File: src/hrf_pkg.sv
/*
 * Constants for the receive header filter: register offsets, reset values
 * and widths.
 * Assumes a byte-wide register port with a 7-bit address.
 */
package hrf_pkg;
    localparam int unsigned AddrWidth = 7;
    localparam int unsigned HdrWidth = 32;
    localparam int unsigned ByteLanes = 4;

    // ------------------------------------------------------------
    // Register offsets
    // ------------------------------------------------------------
    localparam logic [6:0] CheckHeaderB3Addr = 7'h3f;
    localparam logic [6:0] CheckHeaderB2Addr = 7'h40;
    localparam logic [6:0] CheckHeaderB1Addr = 7'h41;
    localparam logic [6:0] CheckHeaderB0Addr = 7'h42;
    localparam logic [6:0] CompareMaskB3Addr = 7'h43;
    localparam logic [6:0] CompareMaskB2Addr = 7'h44;
    localparam logic [6:0] CompareMaskB1Addr = 7'h45;
    localparam logic [6:0] CompareMaskB0Addr = 7'h46;
    localparam logic [6:0] ReceivedHeaderB3Addr = 7'h47;
    localparam logic [6:0] ReceivedHeaderB2Addr = 7'h48;
    localparam logic [6:0] ReceivedHeaderB1Addr = 7'h49;
    localparam logic [6:0] ReceivedHeaderB0Addr = 7'h4a;
    localparam logic [6:0] ReceivedLengthAddr = 7'h4b;

    // ------------------------------------------------------------
    // Reset values
    // ------------------------------------------------------------
    localparam logic [31:0] CheckHeaderReset = 32'h0000_0000;
    localparam logic [31:0] CompareMaskReset = 32'h0000_0000;
    localparam logic [31:0] ReceivedHeaderReset = 32'h0000_0000;
    localparam logic [7:0] ReceivedLengthReset = 8'hff;
    localparam logic [7:0] UnmappedReadValue = 8'h00;
endpackage

File: src/hrf_cmp_if.sv
/*
 * Carrier between the register file and the header comparator.
 * Assumes both ends share the block clock.
 */
`timescale 1ns/1ps
interface hrf_cmp_if;
    logic [31:0] checkHeader;
    logic [31:0] compareMask;
    logic [31:0] rxHeader;
    logic [3:0] byteCheckEn;
    logic match;

    modport regs
    (
        output checkHeader,
        output compareMask,
        output rxHeader,
        output byteCheckEn,
        input match
    );
    modport cmp
    (
        input checkHeader,
        input compareMask,
        input rxHeader,
        input byteCheckEn,
        output match
    );
endinterface

File: src/hrf_hdr_compare.sv
/*
 * Masked comparison of a received header against the check header.
 * Assumes inputs are stable in the cycle the result is sampled.
 */
`timescale 1ns/1ps
module hrf_hdr_compare
(
    hrf_cmp_if.cmp cmp
);
    logic [31:0] bitMismatch;
    logic [3:0] laneMismatch;

    // Only bits whose mask bit is one can disagree.
    assign bitMismatch = (cmp.checkHeader ^ cmp.rxHeader) & cmp.compareMask;

    genvar lane;
    generate
        for (lane = 0; lane < hrf_pkg::ByteLanes; lane++)
        begin : gLane
            // A lane whose byte check is disabled never rejects.
            assign laneMismatch[lane] = cmp.byteCheckEn[lane]
                & (|bitMismatch[lane*8 +: 8]);
        end
    endgenerate

    assign cmp.match = ~(|laneMismatch);
endmodule

File: src/hrf_rx_header_filter.sv
/*
 * Receive header filter: check header and compare mask registers,
 * captured header and length of the last packet, and the match result.
 * A length byte that arrives while fixed-length mode is on is dropped, so
 * 4Bh keeps the length of the last variable-length packet.
 * Host writes to the received header and length offsets change nothing,
 * and neither do writes outside 3Fh to 4Bh; reads out there return zero.
 * The header verdict stands until the next header strobe replaces it.
 * Assumes the packet stream presents the header and the length byte as
 * one-cycle strobes synchronous to ref_clk, and that fixed-length mode,
 * configured length and byte check enables come from neighbouring logic.
 */
// What this block does
// - Compare check header with received header only where the mask bit is one.
// - Four byte-wide mask registers form the 32-bit compare mask.
// - Check header bytes sit at 3Fh-42h, read/write, reset to zero.
// - Mask bytes sit at 43h-46h, most significant first, reset to zero.
// - Received header captured into read-only bytes 47h (MSB) to 4Ah (LSB).
// - Host writes to received header bytes change nothing.
// - In variable-length mode store the received length byte, read-only.
// - Received length is only meaningful when fixed-length mode is off.
// - Received length resets to all ones.
// - Fixed-length mode uses the configured length as expected length.
// - Comparison applies only where header checking is enabled.
`timescale 1ns/1ps
module hrf_rx_header_filter
(
    input wire logic ref_clk,
    input wire logic rst,
    input wire logic [6:0] regAddr,
    input wire logic [7:0] regWrData,
    input wire logic regWrEn,
    input wire logic regRdEn,
    output logic [7:0] regRdData,
    input wire logic rxHeaderValid,
    input wire logic [31:0] rxHeaderWord,
    input wire logic rxLengthValid,
    input wire logic [7:0] rxLengthByte,
    input wire logic fixedLengthMode,
    input wire logic [7:0] configuredLength,
    input wire logic [3:0] headerCheckEn,
    output logic headerDone,
    output logic headerMatch,
    output logic [7:0] expectedLength
);
    logic [31:0] checkHeader_reg;
    logic [31:0] compareMask_reg;
    logic [31:0] receivedHeader_reg;
    logic [7:0] receivedLength_reg;
    logic [7:0] regRdData_next;
    logic lengthByteTaken;

    hrf_cmp_if cmpBus();

    // ------------------------------------------------------------
    // Host-writable configuration
    // ------------------------------------------------------------
    // Writes to the received fields and to unmapped offsets fall to the default arm.
    always_ff @(posedge ref_clk or posedge rst)
    begin
        if (rst)
        begin
            checkHeader_reg <= hrf_pkg::CheckHeaderReset;
        end
        else if (regWrEn)
        begin
            unique case (regAddr)
                hrf_pkg::CheckHeaderB3Addr: checkHeader_reg[31:24] <= regWrData;
                hrf_pkg::CheckHeaderB2Addr: checkHeader_reg[23:16] <= regWrData;
                hrf_pkg::CheckHeaderB1Addr: checkHeader_reg[15:8] <= regWrData;
                hrf_pkg::CheckHeaderB0Addr: checkHeader_reg[7:0] <= regWrData;
                default: checkHeader_reg <= checkHeader_reg;
            endcase
        end
    end

    // Zero mask after reset means nothing is compared until software asks.
    always_ff @(posedge ref_clk or posedge rst)
    begin
        if (rst)
        begin
            compareMask_reg <= hrf_pkg::CompareMaskReset;
        end
        else if (regWrEn)
        begin
            unique case (regAddr)
                hrf_pkg::CompareMaskB3Addr: compareMask_reg[31:24] <= regWrData;
                hrf_pkg::CompareMaskB2Addr: compareMask_reg[23:16] <= regWrData;
                hrf_pkg::CompareMaskB1Addr: compareMask_reg[15:8] <= regWrData;
                hrf_pkg::CompareMaskB0Addr: compareMask_reg[7:0] <= regWrData;
                default: compareMask_reg <= compareMask_reg;
            endcase
        end
    end

    // ------------------------------------------------------------
    // Captured packet fields
    // ------------------------------------------------------------
    // Only the packet stream loads these; the register port has no path in.
    always_ff @(posedge ref_clk or posedge rst)
    begin
        if (rst)
        begin
            receivedHeader_reg <= hrf_pkg::ReceivedHeaderReset;
        end
        else if (rxHeaderValid)
        begin
            receivedHeader_reg <= rxHeaderWord;
        end
    end

    // Length bytes seen in fixed-length mode belong to no field and are dropped.
    assign lengthByteTaken = rxLengthValid && !fixedLengthMode;

    always_ff @(posedge ref_clk or posedge rst)
    begin
        if (rst)
        begin
            receivedLength_reg <= hrf_pkg::ReceivedLengthReset;
        end
        else if (lengthByteTaken)
        begin
            receivedLength_reg <= rxLengthByte;
        end
    end

    // A fixed-length packet carries no length byte, so the configured value
    // stands in for it; the host must read it from there as well.
    always_ff @(posedge ref_clk or posedge rst)
    begin
        if (rst)
        begin
            expectedLength <= hrf_pkg::ReceivedLengthReset;
        end
        else if (fixedLengthMode)
        begin
            expectedLength <= configuredLength;
        end
        else if (rxLengthValid)
        begin
            expectedLength <= rxLengthByte;
        end
    end

    // ------------------------------------------------------------
    // Header comparison
    // ------------------------------------------------------------
    // The incoming word is compared directly so the verdict is ready one
    // edge after the strobe, together with the captured header.
    assign cmpBus.checkHeader = checkHeader_reg;
    assign cmpBus.compareMask = compareMask_reg;
    assign cmpBus.rxHeader = rxHeaderWord;
    assign cmpBus.byteCheckEn = headerCheckEn;

    hrf_hdr_compare uCompare
    (
        .cmp(cmpBus.cmp)
    );

    // Done marks every header, even one whose byte checks are all disabled.
    always_ff @(posedge ref_clk or posedge rst)
    begin
        if (rst)
        begin
            headerDone <= 1'b0;
        end
        else
        begin
            headerDone <= rxHeaderValid;
        end
    end

    always_ff @(posedge ref_clk or posedge rst)
    begin
        if (rst)
        begin
            headerMatch <= 1'b0;
        end
        else if (rxHeaderValid)
        begin
            headerMatch <= cmpBus.match;
        end
    end

    // ------------------------------------------------------------
    // Register read port
    // ------------------------------------------------------------
    // In fixed-length mode 4Bh keeps a stale value; the host takes the length
    // from the configured register instead.
    always_comb
    begin
        unique case (regAddr)
            hrf_pkg::CheckHeaderB3Addr: regRdData_next = checkHeader_reg[31:24];
            hrf_pkg::CheckHeaderB2Addr: regRdData_next = checkHeader_reg[23:16];
            hrf_pkg::CheckHeaderB1Addr: regRdData_next = checkHeader_reg[15:8];
            hrf_pkg::CheckHeaderB0Addr: regRdData_next = checkHeader_reg[7:0];
            hrf_pkg::CompareMaskB3Addr: regRdData_next = compareMask_reg[31:24];
            hrf_pkg::CompareMaskB2Addr: regRdData_next = compareMask_reg[23:16];
            hrf_pkg::CompareMaskB1Addr: regRdData_next = compareMask_reg[15:8];
            hrf_pkg::CompareMaskB0Addr: regRdData_next = compareMask_reg[7:0];
            hrf_pkg::ReceivedHeaderB3Addr: regRdData_next = receivedHeader_reg[31:24];
            hrf_pkg::ReceivedHeaderB2Addr: regRdData_next = receivedHeader_reg[23:16];
            hrf_pkg::ReceivedHeaderB1Addr: regRdData_next = receivedHeader_reg[15:8];
            hrf_pkg::ReceivedHeaderB0Addr: regRdData_next = receivedHeader_reg[7:0];
            hrf_pkg::ReceivedLengthAddr: regRdData_next = receivedLength_reg;
            default: regRdData_next = hrf_pkg::UnmappedReadValue;
        endcase
    end

    // Read data holds between reads so a slow host can sample at leisure.
    always_ff @(posedge ref_clk or posedge rst)
    begin
        if (rst)
        begin
            regRdData <= hrf_pkg::UnmappedReadValue;
        end
        else if (regRdEn)
        begin
            regRdData <= regRdData_next;
        end
    end
endmodule

File: config.mk
export PLATFORM = sky130hd
export DESIGN_NAME = hrf_rx_header_filter
export DESIGN_NICKNAME = d
export VERILOG_FILES = /design/src/hrf_pkg.sv /design/src/hrf_cmp_if.sv /design/src/hrf_hdr_compare.sv /design/src/hrf_rx_header_filter.sv
export SDC_FILE = /design/constraint.sdc
export NUM_CORES = 1
export LEC_CHECK = 0
export ABC_AREA = 0
export BUFFER_PORTS_ARGS = -buffer_cell sky130_fd_sc_hd__buf_4
export CAP_MARGIN = 10
export CORE_MARGIN = 4
export CORE_UTILIZATION = 35
export CTS_CLUSTER_SIZE = 12
export DETAILED_ROUTE_END_ITERATION = 16
export HOLD_SLACK_MARGIN = 0.03
export SYNTH_ARGS = -nofsm -noshare
export SYNTH_HDL_FRONTEND = slang
export SYNTH_SLANG_ARGS = --single-unit
File: constraint.sdc
create_clock -name ref_clk -period 7.5 [get_ports ref_clk]
set_input_delay 1.875 -clock ref_clk [delete_from_list [all_inputs] [get_ports ref_clk]]
set_output_delay 1.875 -clock ref_clk [all_outputs]
set_load 0.02 [all_outputs]
# Yosys cells after proc, flatten, opt, wreduce, memory -nomap -nowiden
# Index checks and enable logic that the tools add are counted.
dict set report classes {
  n_reduce_logical 16
  n_mux 3
  n_eq_ne 13
  bitwise_logic 7
}
# cell count
set op_table {}
lappend op_table {{8-bit case mux with 13 select lines} 1}
lappend op_table {{7-bit == test (second input constant)} 12}
lappend op_table {{32-bit AND} 1}
lappend op_table {{8-bit OR reduction} 4}
lappend op_table {{32-bit XOR} 1}
lappend op_table {{8-bit 2-to-1 mux} 2}
lappend op_table {{2-bit AND reduction} 8}
lappend op_table {{7-bit by 6-bit == test with 1-bit output (second input constant)} 1}
lappend op_table {{1-bit AND} 4}
lappend op_table {{4-bit OR reduction} 1}
lappend op_table {{2-bit nonzero test} 1}
lappend op_table {{1-bit logical AND} 1}
lappend op_table {{1-bit logical NOT} 1}
lappend op_table {{1-bit inverter} 1}
dict set report totals {
  inputBits 74
  out_inout_bits 18
  reg_bits 122
  word_cells 53
}

# Depth between registers and ports, before layout
dict set report logic_depth {
  depth_word 6
  depth_mapped 9
}

# Cells and area by module
# Synthesis repeated with hierarchy kept, for this count alone.
dict set report hier_totals {
  cells_unflattened 449
  hier_area_um2 6158.4
}
# mod seq_area_each_um2 cells_each instances area_each_um2
set by_module_without_submodules {}
lappend by_module_without_submodules {hrf_rx_header_filter 3072.9 393 1 5694.2}
lappend by_module_without_submodules {hrf_hdr_compare 0.0 56 1 464.2}

# Least setup slack after synthesis
# OpenSTA, ideal clock, no wires.
dict set report synth_timing {
  path_kind {input to register}
  from {in regAddr[5]}
  to {reg compareMask_reg[24] (netlist: cmpBus.compareMask[24])}
  slack_ns 4.065
  required_time_ns 7.375
  cell_stages 7
  path_buffers 3
  setup_time_ns 0.125
  arrival_ns 3.310
  cell_sequence {or3b_1 buf_6 nor2_4 buf_2 and2_1 buf_2 mux2_2}
}
dict set report synth_via {
  elab_chain_cells 2
}
# element line_no
set synth_rtl {}
lappend synth_rtl {{start: declaration} hrf_rx_header_filter.sv:30} ;# input wire logic [6:0] regAddr,
lappend synth_rtl {{7-bit == test} hrf_rx_header_filter.sv:86} ;# unique case (regAddr)
lappend synth_rtl {{2-bit AND reduction (no line)} --}
lappend synth_rtl {{end signal: assignment} hrf_rx_header_filter.sv:82} ;# compareMask_reg <= hrf_pkg::CompareMaskReset;
lappend synth_rtl {{end signal: assignment} hrf_rx_header_filter.sv:87} ;# hrf_pkg::CompareMaskB3Addr: compareMask_reg[31:24] <= regWrData;
lappend synth_rtl {{end signal: assignment} hrf_rx_header_filter.sv:91} ;# default: compareMask_reg <= compareMask_reg;
lappend synth_rtl {{end: declaration} hrf_rx_header_filter.sv:47} ;# logic [31:0] compareMask_reg;
# Every way passes these cells.
# A chain may end at the register's enable or synchronous reset.

# Final worst setup path
dict set report layout_timing {
  from {in regAddr[3]}
  to {reg checkHeader_reg[25]}
}
dict set report layout_via {
  elab_chain_cells 2
}
# element line_no
set layout_rtl {}
lappend layout_rtl {{7-bit by 6-bit == test with 1-bit output} hrf_rx_header_filter.sv:67} ;# unique case (regAddr)
lappend layout_rtl {{2-bit AND reduction (no line)} --}
lappend layout_rtl {{end signal: assignment} hrf_rx_header_filter.sv:63} ;# checkHeader_reg <= hrf_pkg::CheckHeaderReset;
lappend layout_rtl {{end signal: assignment} hrf_rx_header_filter.sv:68} ;# hrf_pkg::CheckHeaderB3Addr: checkHeader_reg[31:24] <= regWrData;
lappend layout_rtl {{end signal: assignment} hrf_rx_header_filter.sv:72} ;# default: checkHeader_reg <= checkHeader_reg;
lappend layout_rtl {{end: declaration} hrf_rx_header_filter.sv:46} ;# logic [31:0] checkHeader_reg;
# Every way passes these cells.

==> results.py <==
metrics = {
    "outcome": {
        "result_of_the_run": "finished, final reports clean",
    },
    "critical_path": {
        "end_kind": "flip-flop",
        "worstPathRequired_ns": 7.80,
        "worst-path-max-fanout": 23,
        "critPathArrivalTime_ns": 4.16,
        "startpoint_type": "input pin",
        "worst-setup-path-type": "in2reg",
    },
    "die": {
        "die-height_um": 140,
        "rows": 47,
        "area_inside_the_core_boundary_um2": 16800,
        "initial_utilization": 0.361,
        "die_w_um": 140,
        "top_level_ports": 92,
        "die_area_um2": 19500,
    },
    "pwr": {
        "share_clk_of_total_power": 0.428,
        "power_report.internal_total_mw": 1.29,
        "p_comb_frac": 0.133,
        "netSwitchingPower_mw": 0.468,
        "power.switching_fraction": 0.265,
        "vdd_ir_max_mv": 0.154,
        "pwr-share-seq": 0.439,
        "power.density_nw_per_um2": 235,
        "leak_nw": 3.39,
    },
    "routing": {
        "drc_marker_count_from_the_first_detailed_route_iteration": 404,
        "routed_wire_length_per_instance_um": 22.2,
        "drt_pass1_iterations": 5,
        "post-route-drc-count": 0,
        "drt_wl_total_um": 18200,
        "detail-route-antenna-nets": 0,
        "route.vias.total": 4477,
        "vias_per_cell": 5.47,
    },
    "global_routing": {
        "grt_antenna_before_repair": 0,
        "grt_pass1_vias": 4759,
        "grt_usage": 0.193,
        "global_route_wire_length_before_repair_um": 28800,
        "grt_start_max_net_pins": 64,
        "gr-total-overflow": 0,
    },
    "clock_network": {
        "number_of_buffers_between_clock_root_and_the_deepest_sink": 2,
        "clk-insertion-delay-late_ns": 0.43,
        "clock_sink_count": 122,
        "tritoncts": "built",
        "cts_setup_buffers": 0,
        "cts_resized": 0,
        "htree_levels": 4,
        "cts_made_buffers": 17,
        "postCtsHoldBufs": 0,
        "cts.reportedPaths.clkPinSlew_ns": 0.06,
        "master_cell_of_the_clock_root_buffer": "clkbuf_16",
    },
    "sta": {
        "worst_clk_skew_ns": 0.0101,
        "setup_tns_ns": 0,
        "setup_viol_count_final": 0,
        "report.final.slew_viol_count": 0,
        "slew-limit-headroom": 0.205,
        "max_freq_mhz": 259,
        "worst_pin_slew_ns": 1.19,
        "min_period_ns": 3.85,
        "rsz0062_at_grt": "no",
        "fin_crit_sh": 0.514,
        "hold_viol_final": 0,
    },
    "cells_and_area": {
        "antennaDiodeCount": 0,
        "layout_commonest_cell": "mux2_2",
        "finish.instance_area_um2": 7480,
        "finalCoreUtilization": 0.445,
        "layout.nets": 660,
        "mostFrequentLayoutCells": "mux2_2, dfrtp_1, buf_4, nand2_1, xor2_1",
        "n_fill_cell": 1632,
        "layout-drive-gt1-share": 0.439,
        "area.growth.synth_to_final_pct": 23.3,
    },
    "yosys": {
        "netlist_instances": 500,
        "ys.flop_type": "dfrtp_1",
        "yosys.area.top_type": "dfrtp_1",
        "synthesis.nets": 574,
        "ys_ff_latch": 122,
        "synth_top_cells_by_area": "dfrtp_1, mux2_2, dfstp_2",
        "netlist-cell-type-count": 48,
        "post_synthesis_area_per_instance_um2": 12.1,
        "yosysSeqAreaShare": 0.506,
        "yosys_warnings": 0,
        "synth_edf_count": 0,
        "synthesis.area_um2": 6070,
        "netlist.area_leader.share": 0.437,
        "proportion_of_synthesized_flip_flops_having_asynchronous_set_or_reset": 1.00,
    },
    "place": {
        "detailedPlacementHpwl_um": 13400,
        "port-buffer-count": 91,
        "finalWeightedCongestion": 0.887,
        "dpl_cell_area_um2": 6930,
    },
    "job": {
        "maxCapViolCount": 0,
    },
    "min_path": {
        "worstHoldPathType": "reg2reg",
    },
}
metal layers:
| layer | up-vias | GRT usage | part of all wire |
|---|---|---|---|
| met5 | - | 0 | 0 |
| met4 | 0 | 0.0637 | 0.011 |
| met3 | 16 | 0.0480 | 0.064 |
| met2 | 154 | 0.289 | 0.46 |
| met1 | 2277 | 0.275 | 0.46 |
| li1 | 2030 | - | - |
critical path, cell delays in order:
cell and delay [ns]:
buf_4 0.25, clkinv_1 0.35, nor4_1 0.90, buf_4 0.28
nand2_2 0.16, mux2_2 0.32
area by class of cell:
| type | instances | area (um2) | area share |
|---|---|---|---|
| Clock inverter | 10 | 68.8 | 0.00919 |
| Inverter | 10 | 40.0 | 0.00535 |
| Clock buffer | 22 | 484 | 0.0647 |
| Timing Repair Buffer | 94 | 706 | 0.0943 |
| Sequential cell | 122 | 3070 | 0.411 |
| Tap cell | 220 | 275 | 0.0368 |
| Multi-Input combinational cell | 341 | 2840 | 0.379 |
stage by stage:
step	instances	worst slack [ns]	hold slack [ns]	total power, mW
after CTS	819	3.68	0.508	1.78
after global placement	786	2.88	0.487	1.01
after global routing	819	3.49	0.521	1.84
final	819	3.65	0.505	1.76
after floorplan	500	2.41	0.475	0.907
after detailed placement	787	3.24	0.496	1.02
Yosys cell counts (all sizes together) (2+ instances only):
cell type and instances:
dfstp 16, o21ai 20, a221oi 7, nand2 38, a32oi 3, nor3 7
nand4 4, nor3b 4, and3 2, nand3b 2, or3 2, xor2 32
a31oi 3, nor2 8, o22ai 9, nor4 2, a22oi 27, dfrtp 106
buf 15, a22o 8, mux4 2, nand3 11, a311oi 2, and2 3
nor2b 4, inv 9, clkbuf 12, a211oi 4, a21oi 5, mux2i 14
mux2 111
worst paths after layout:
| kind | startpoint | endpoint | slack (ns) | cells after the start |
|---|---|---|---|---|
| hold / removal | receivedHeader_reg[16] | receivedHeader_reg[16] | 0.50 | 1 |
| max in group asynchronous | rst | checkHeader_reg[20] | 4.61 | 3 |
| hold reg to reg | receivedHeader_reg[16] | receivedHeader_reg[16] | 0.50 | 1 |
| setup / recovery | regAddr[3] | checkHeader_reg[25] | 3.65 | 6 |
| setup reg to reg | cmpBus.compareMask[15] | regRdData[7] | 5.65 | 5 |
| min in group asynchronous | rst | checkHeader_reg[1] | 1.60 | 2 |
kinds of logic after synthesis:
logic type             count (synthesis)  share of synthesized area
AO/OA/AOI/OAI                         92                      0.106
XOR/XNOR                              32                     0.0462
buffers and inverters                 37                     0.0264
flip-flops                           122                      0.506
multiplexers                         127                      0.236
AND/OR/NAND/NOR                       90                     0.0789
power by group through the flow:
stage / clock network, mW / logic [mW] / registers [mW]
final: 0.754 / 0.234 / 0.774
after global routing: 0.802 / 0.257 / 0.780
after CTS: 0.768 / 0.237 / 0.773
after detailed placement: 0 / 0.235 / 0.784
after global placement: 0 / 0.230 / 0.782
after floorplan: 0 / 0.133 / 0.774
(Power assumes the default switching activity.)
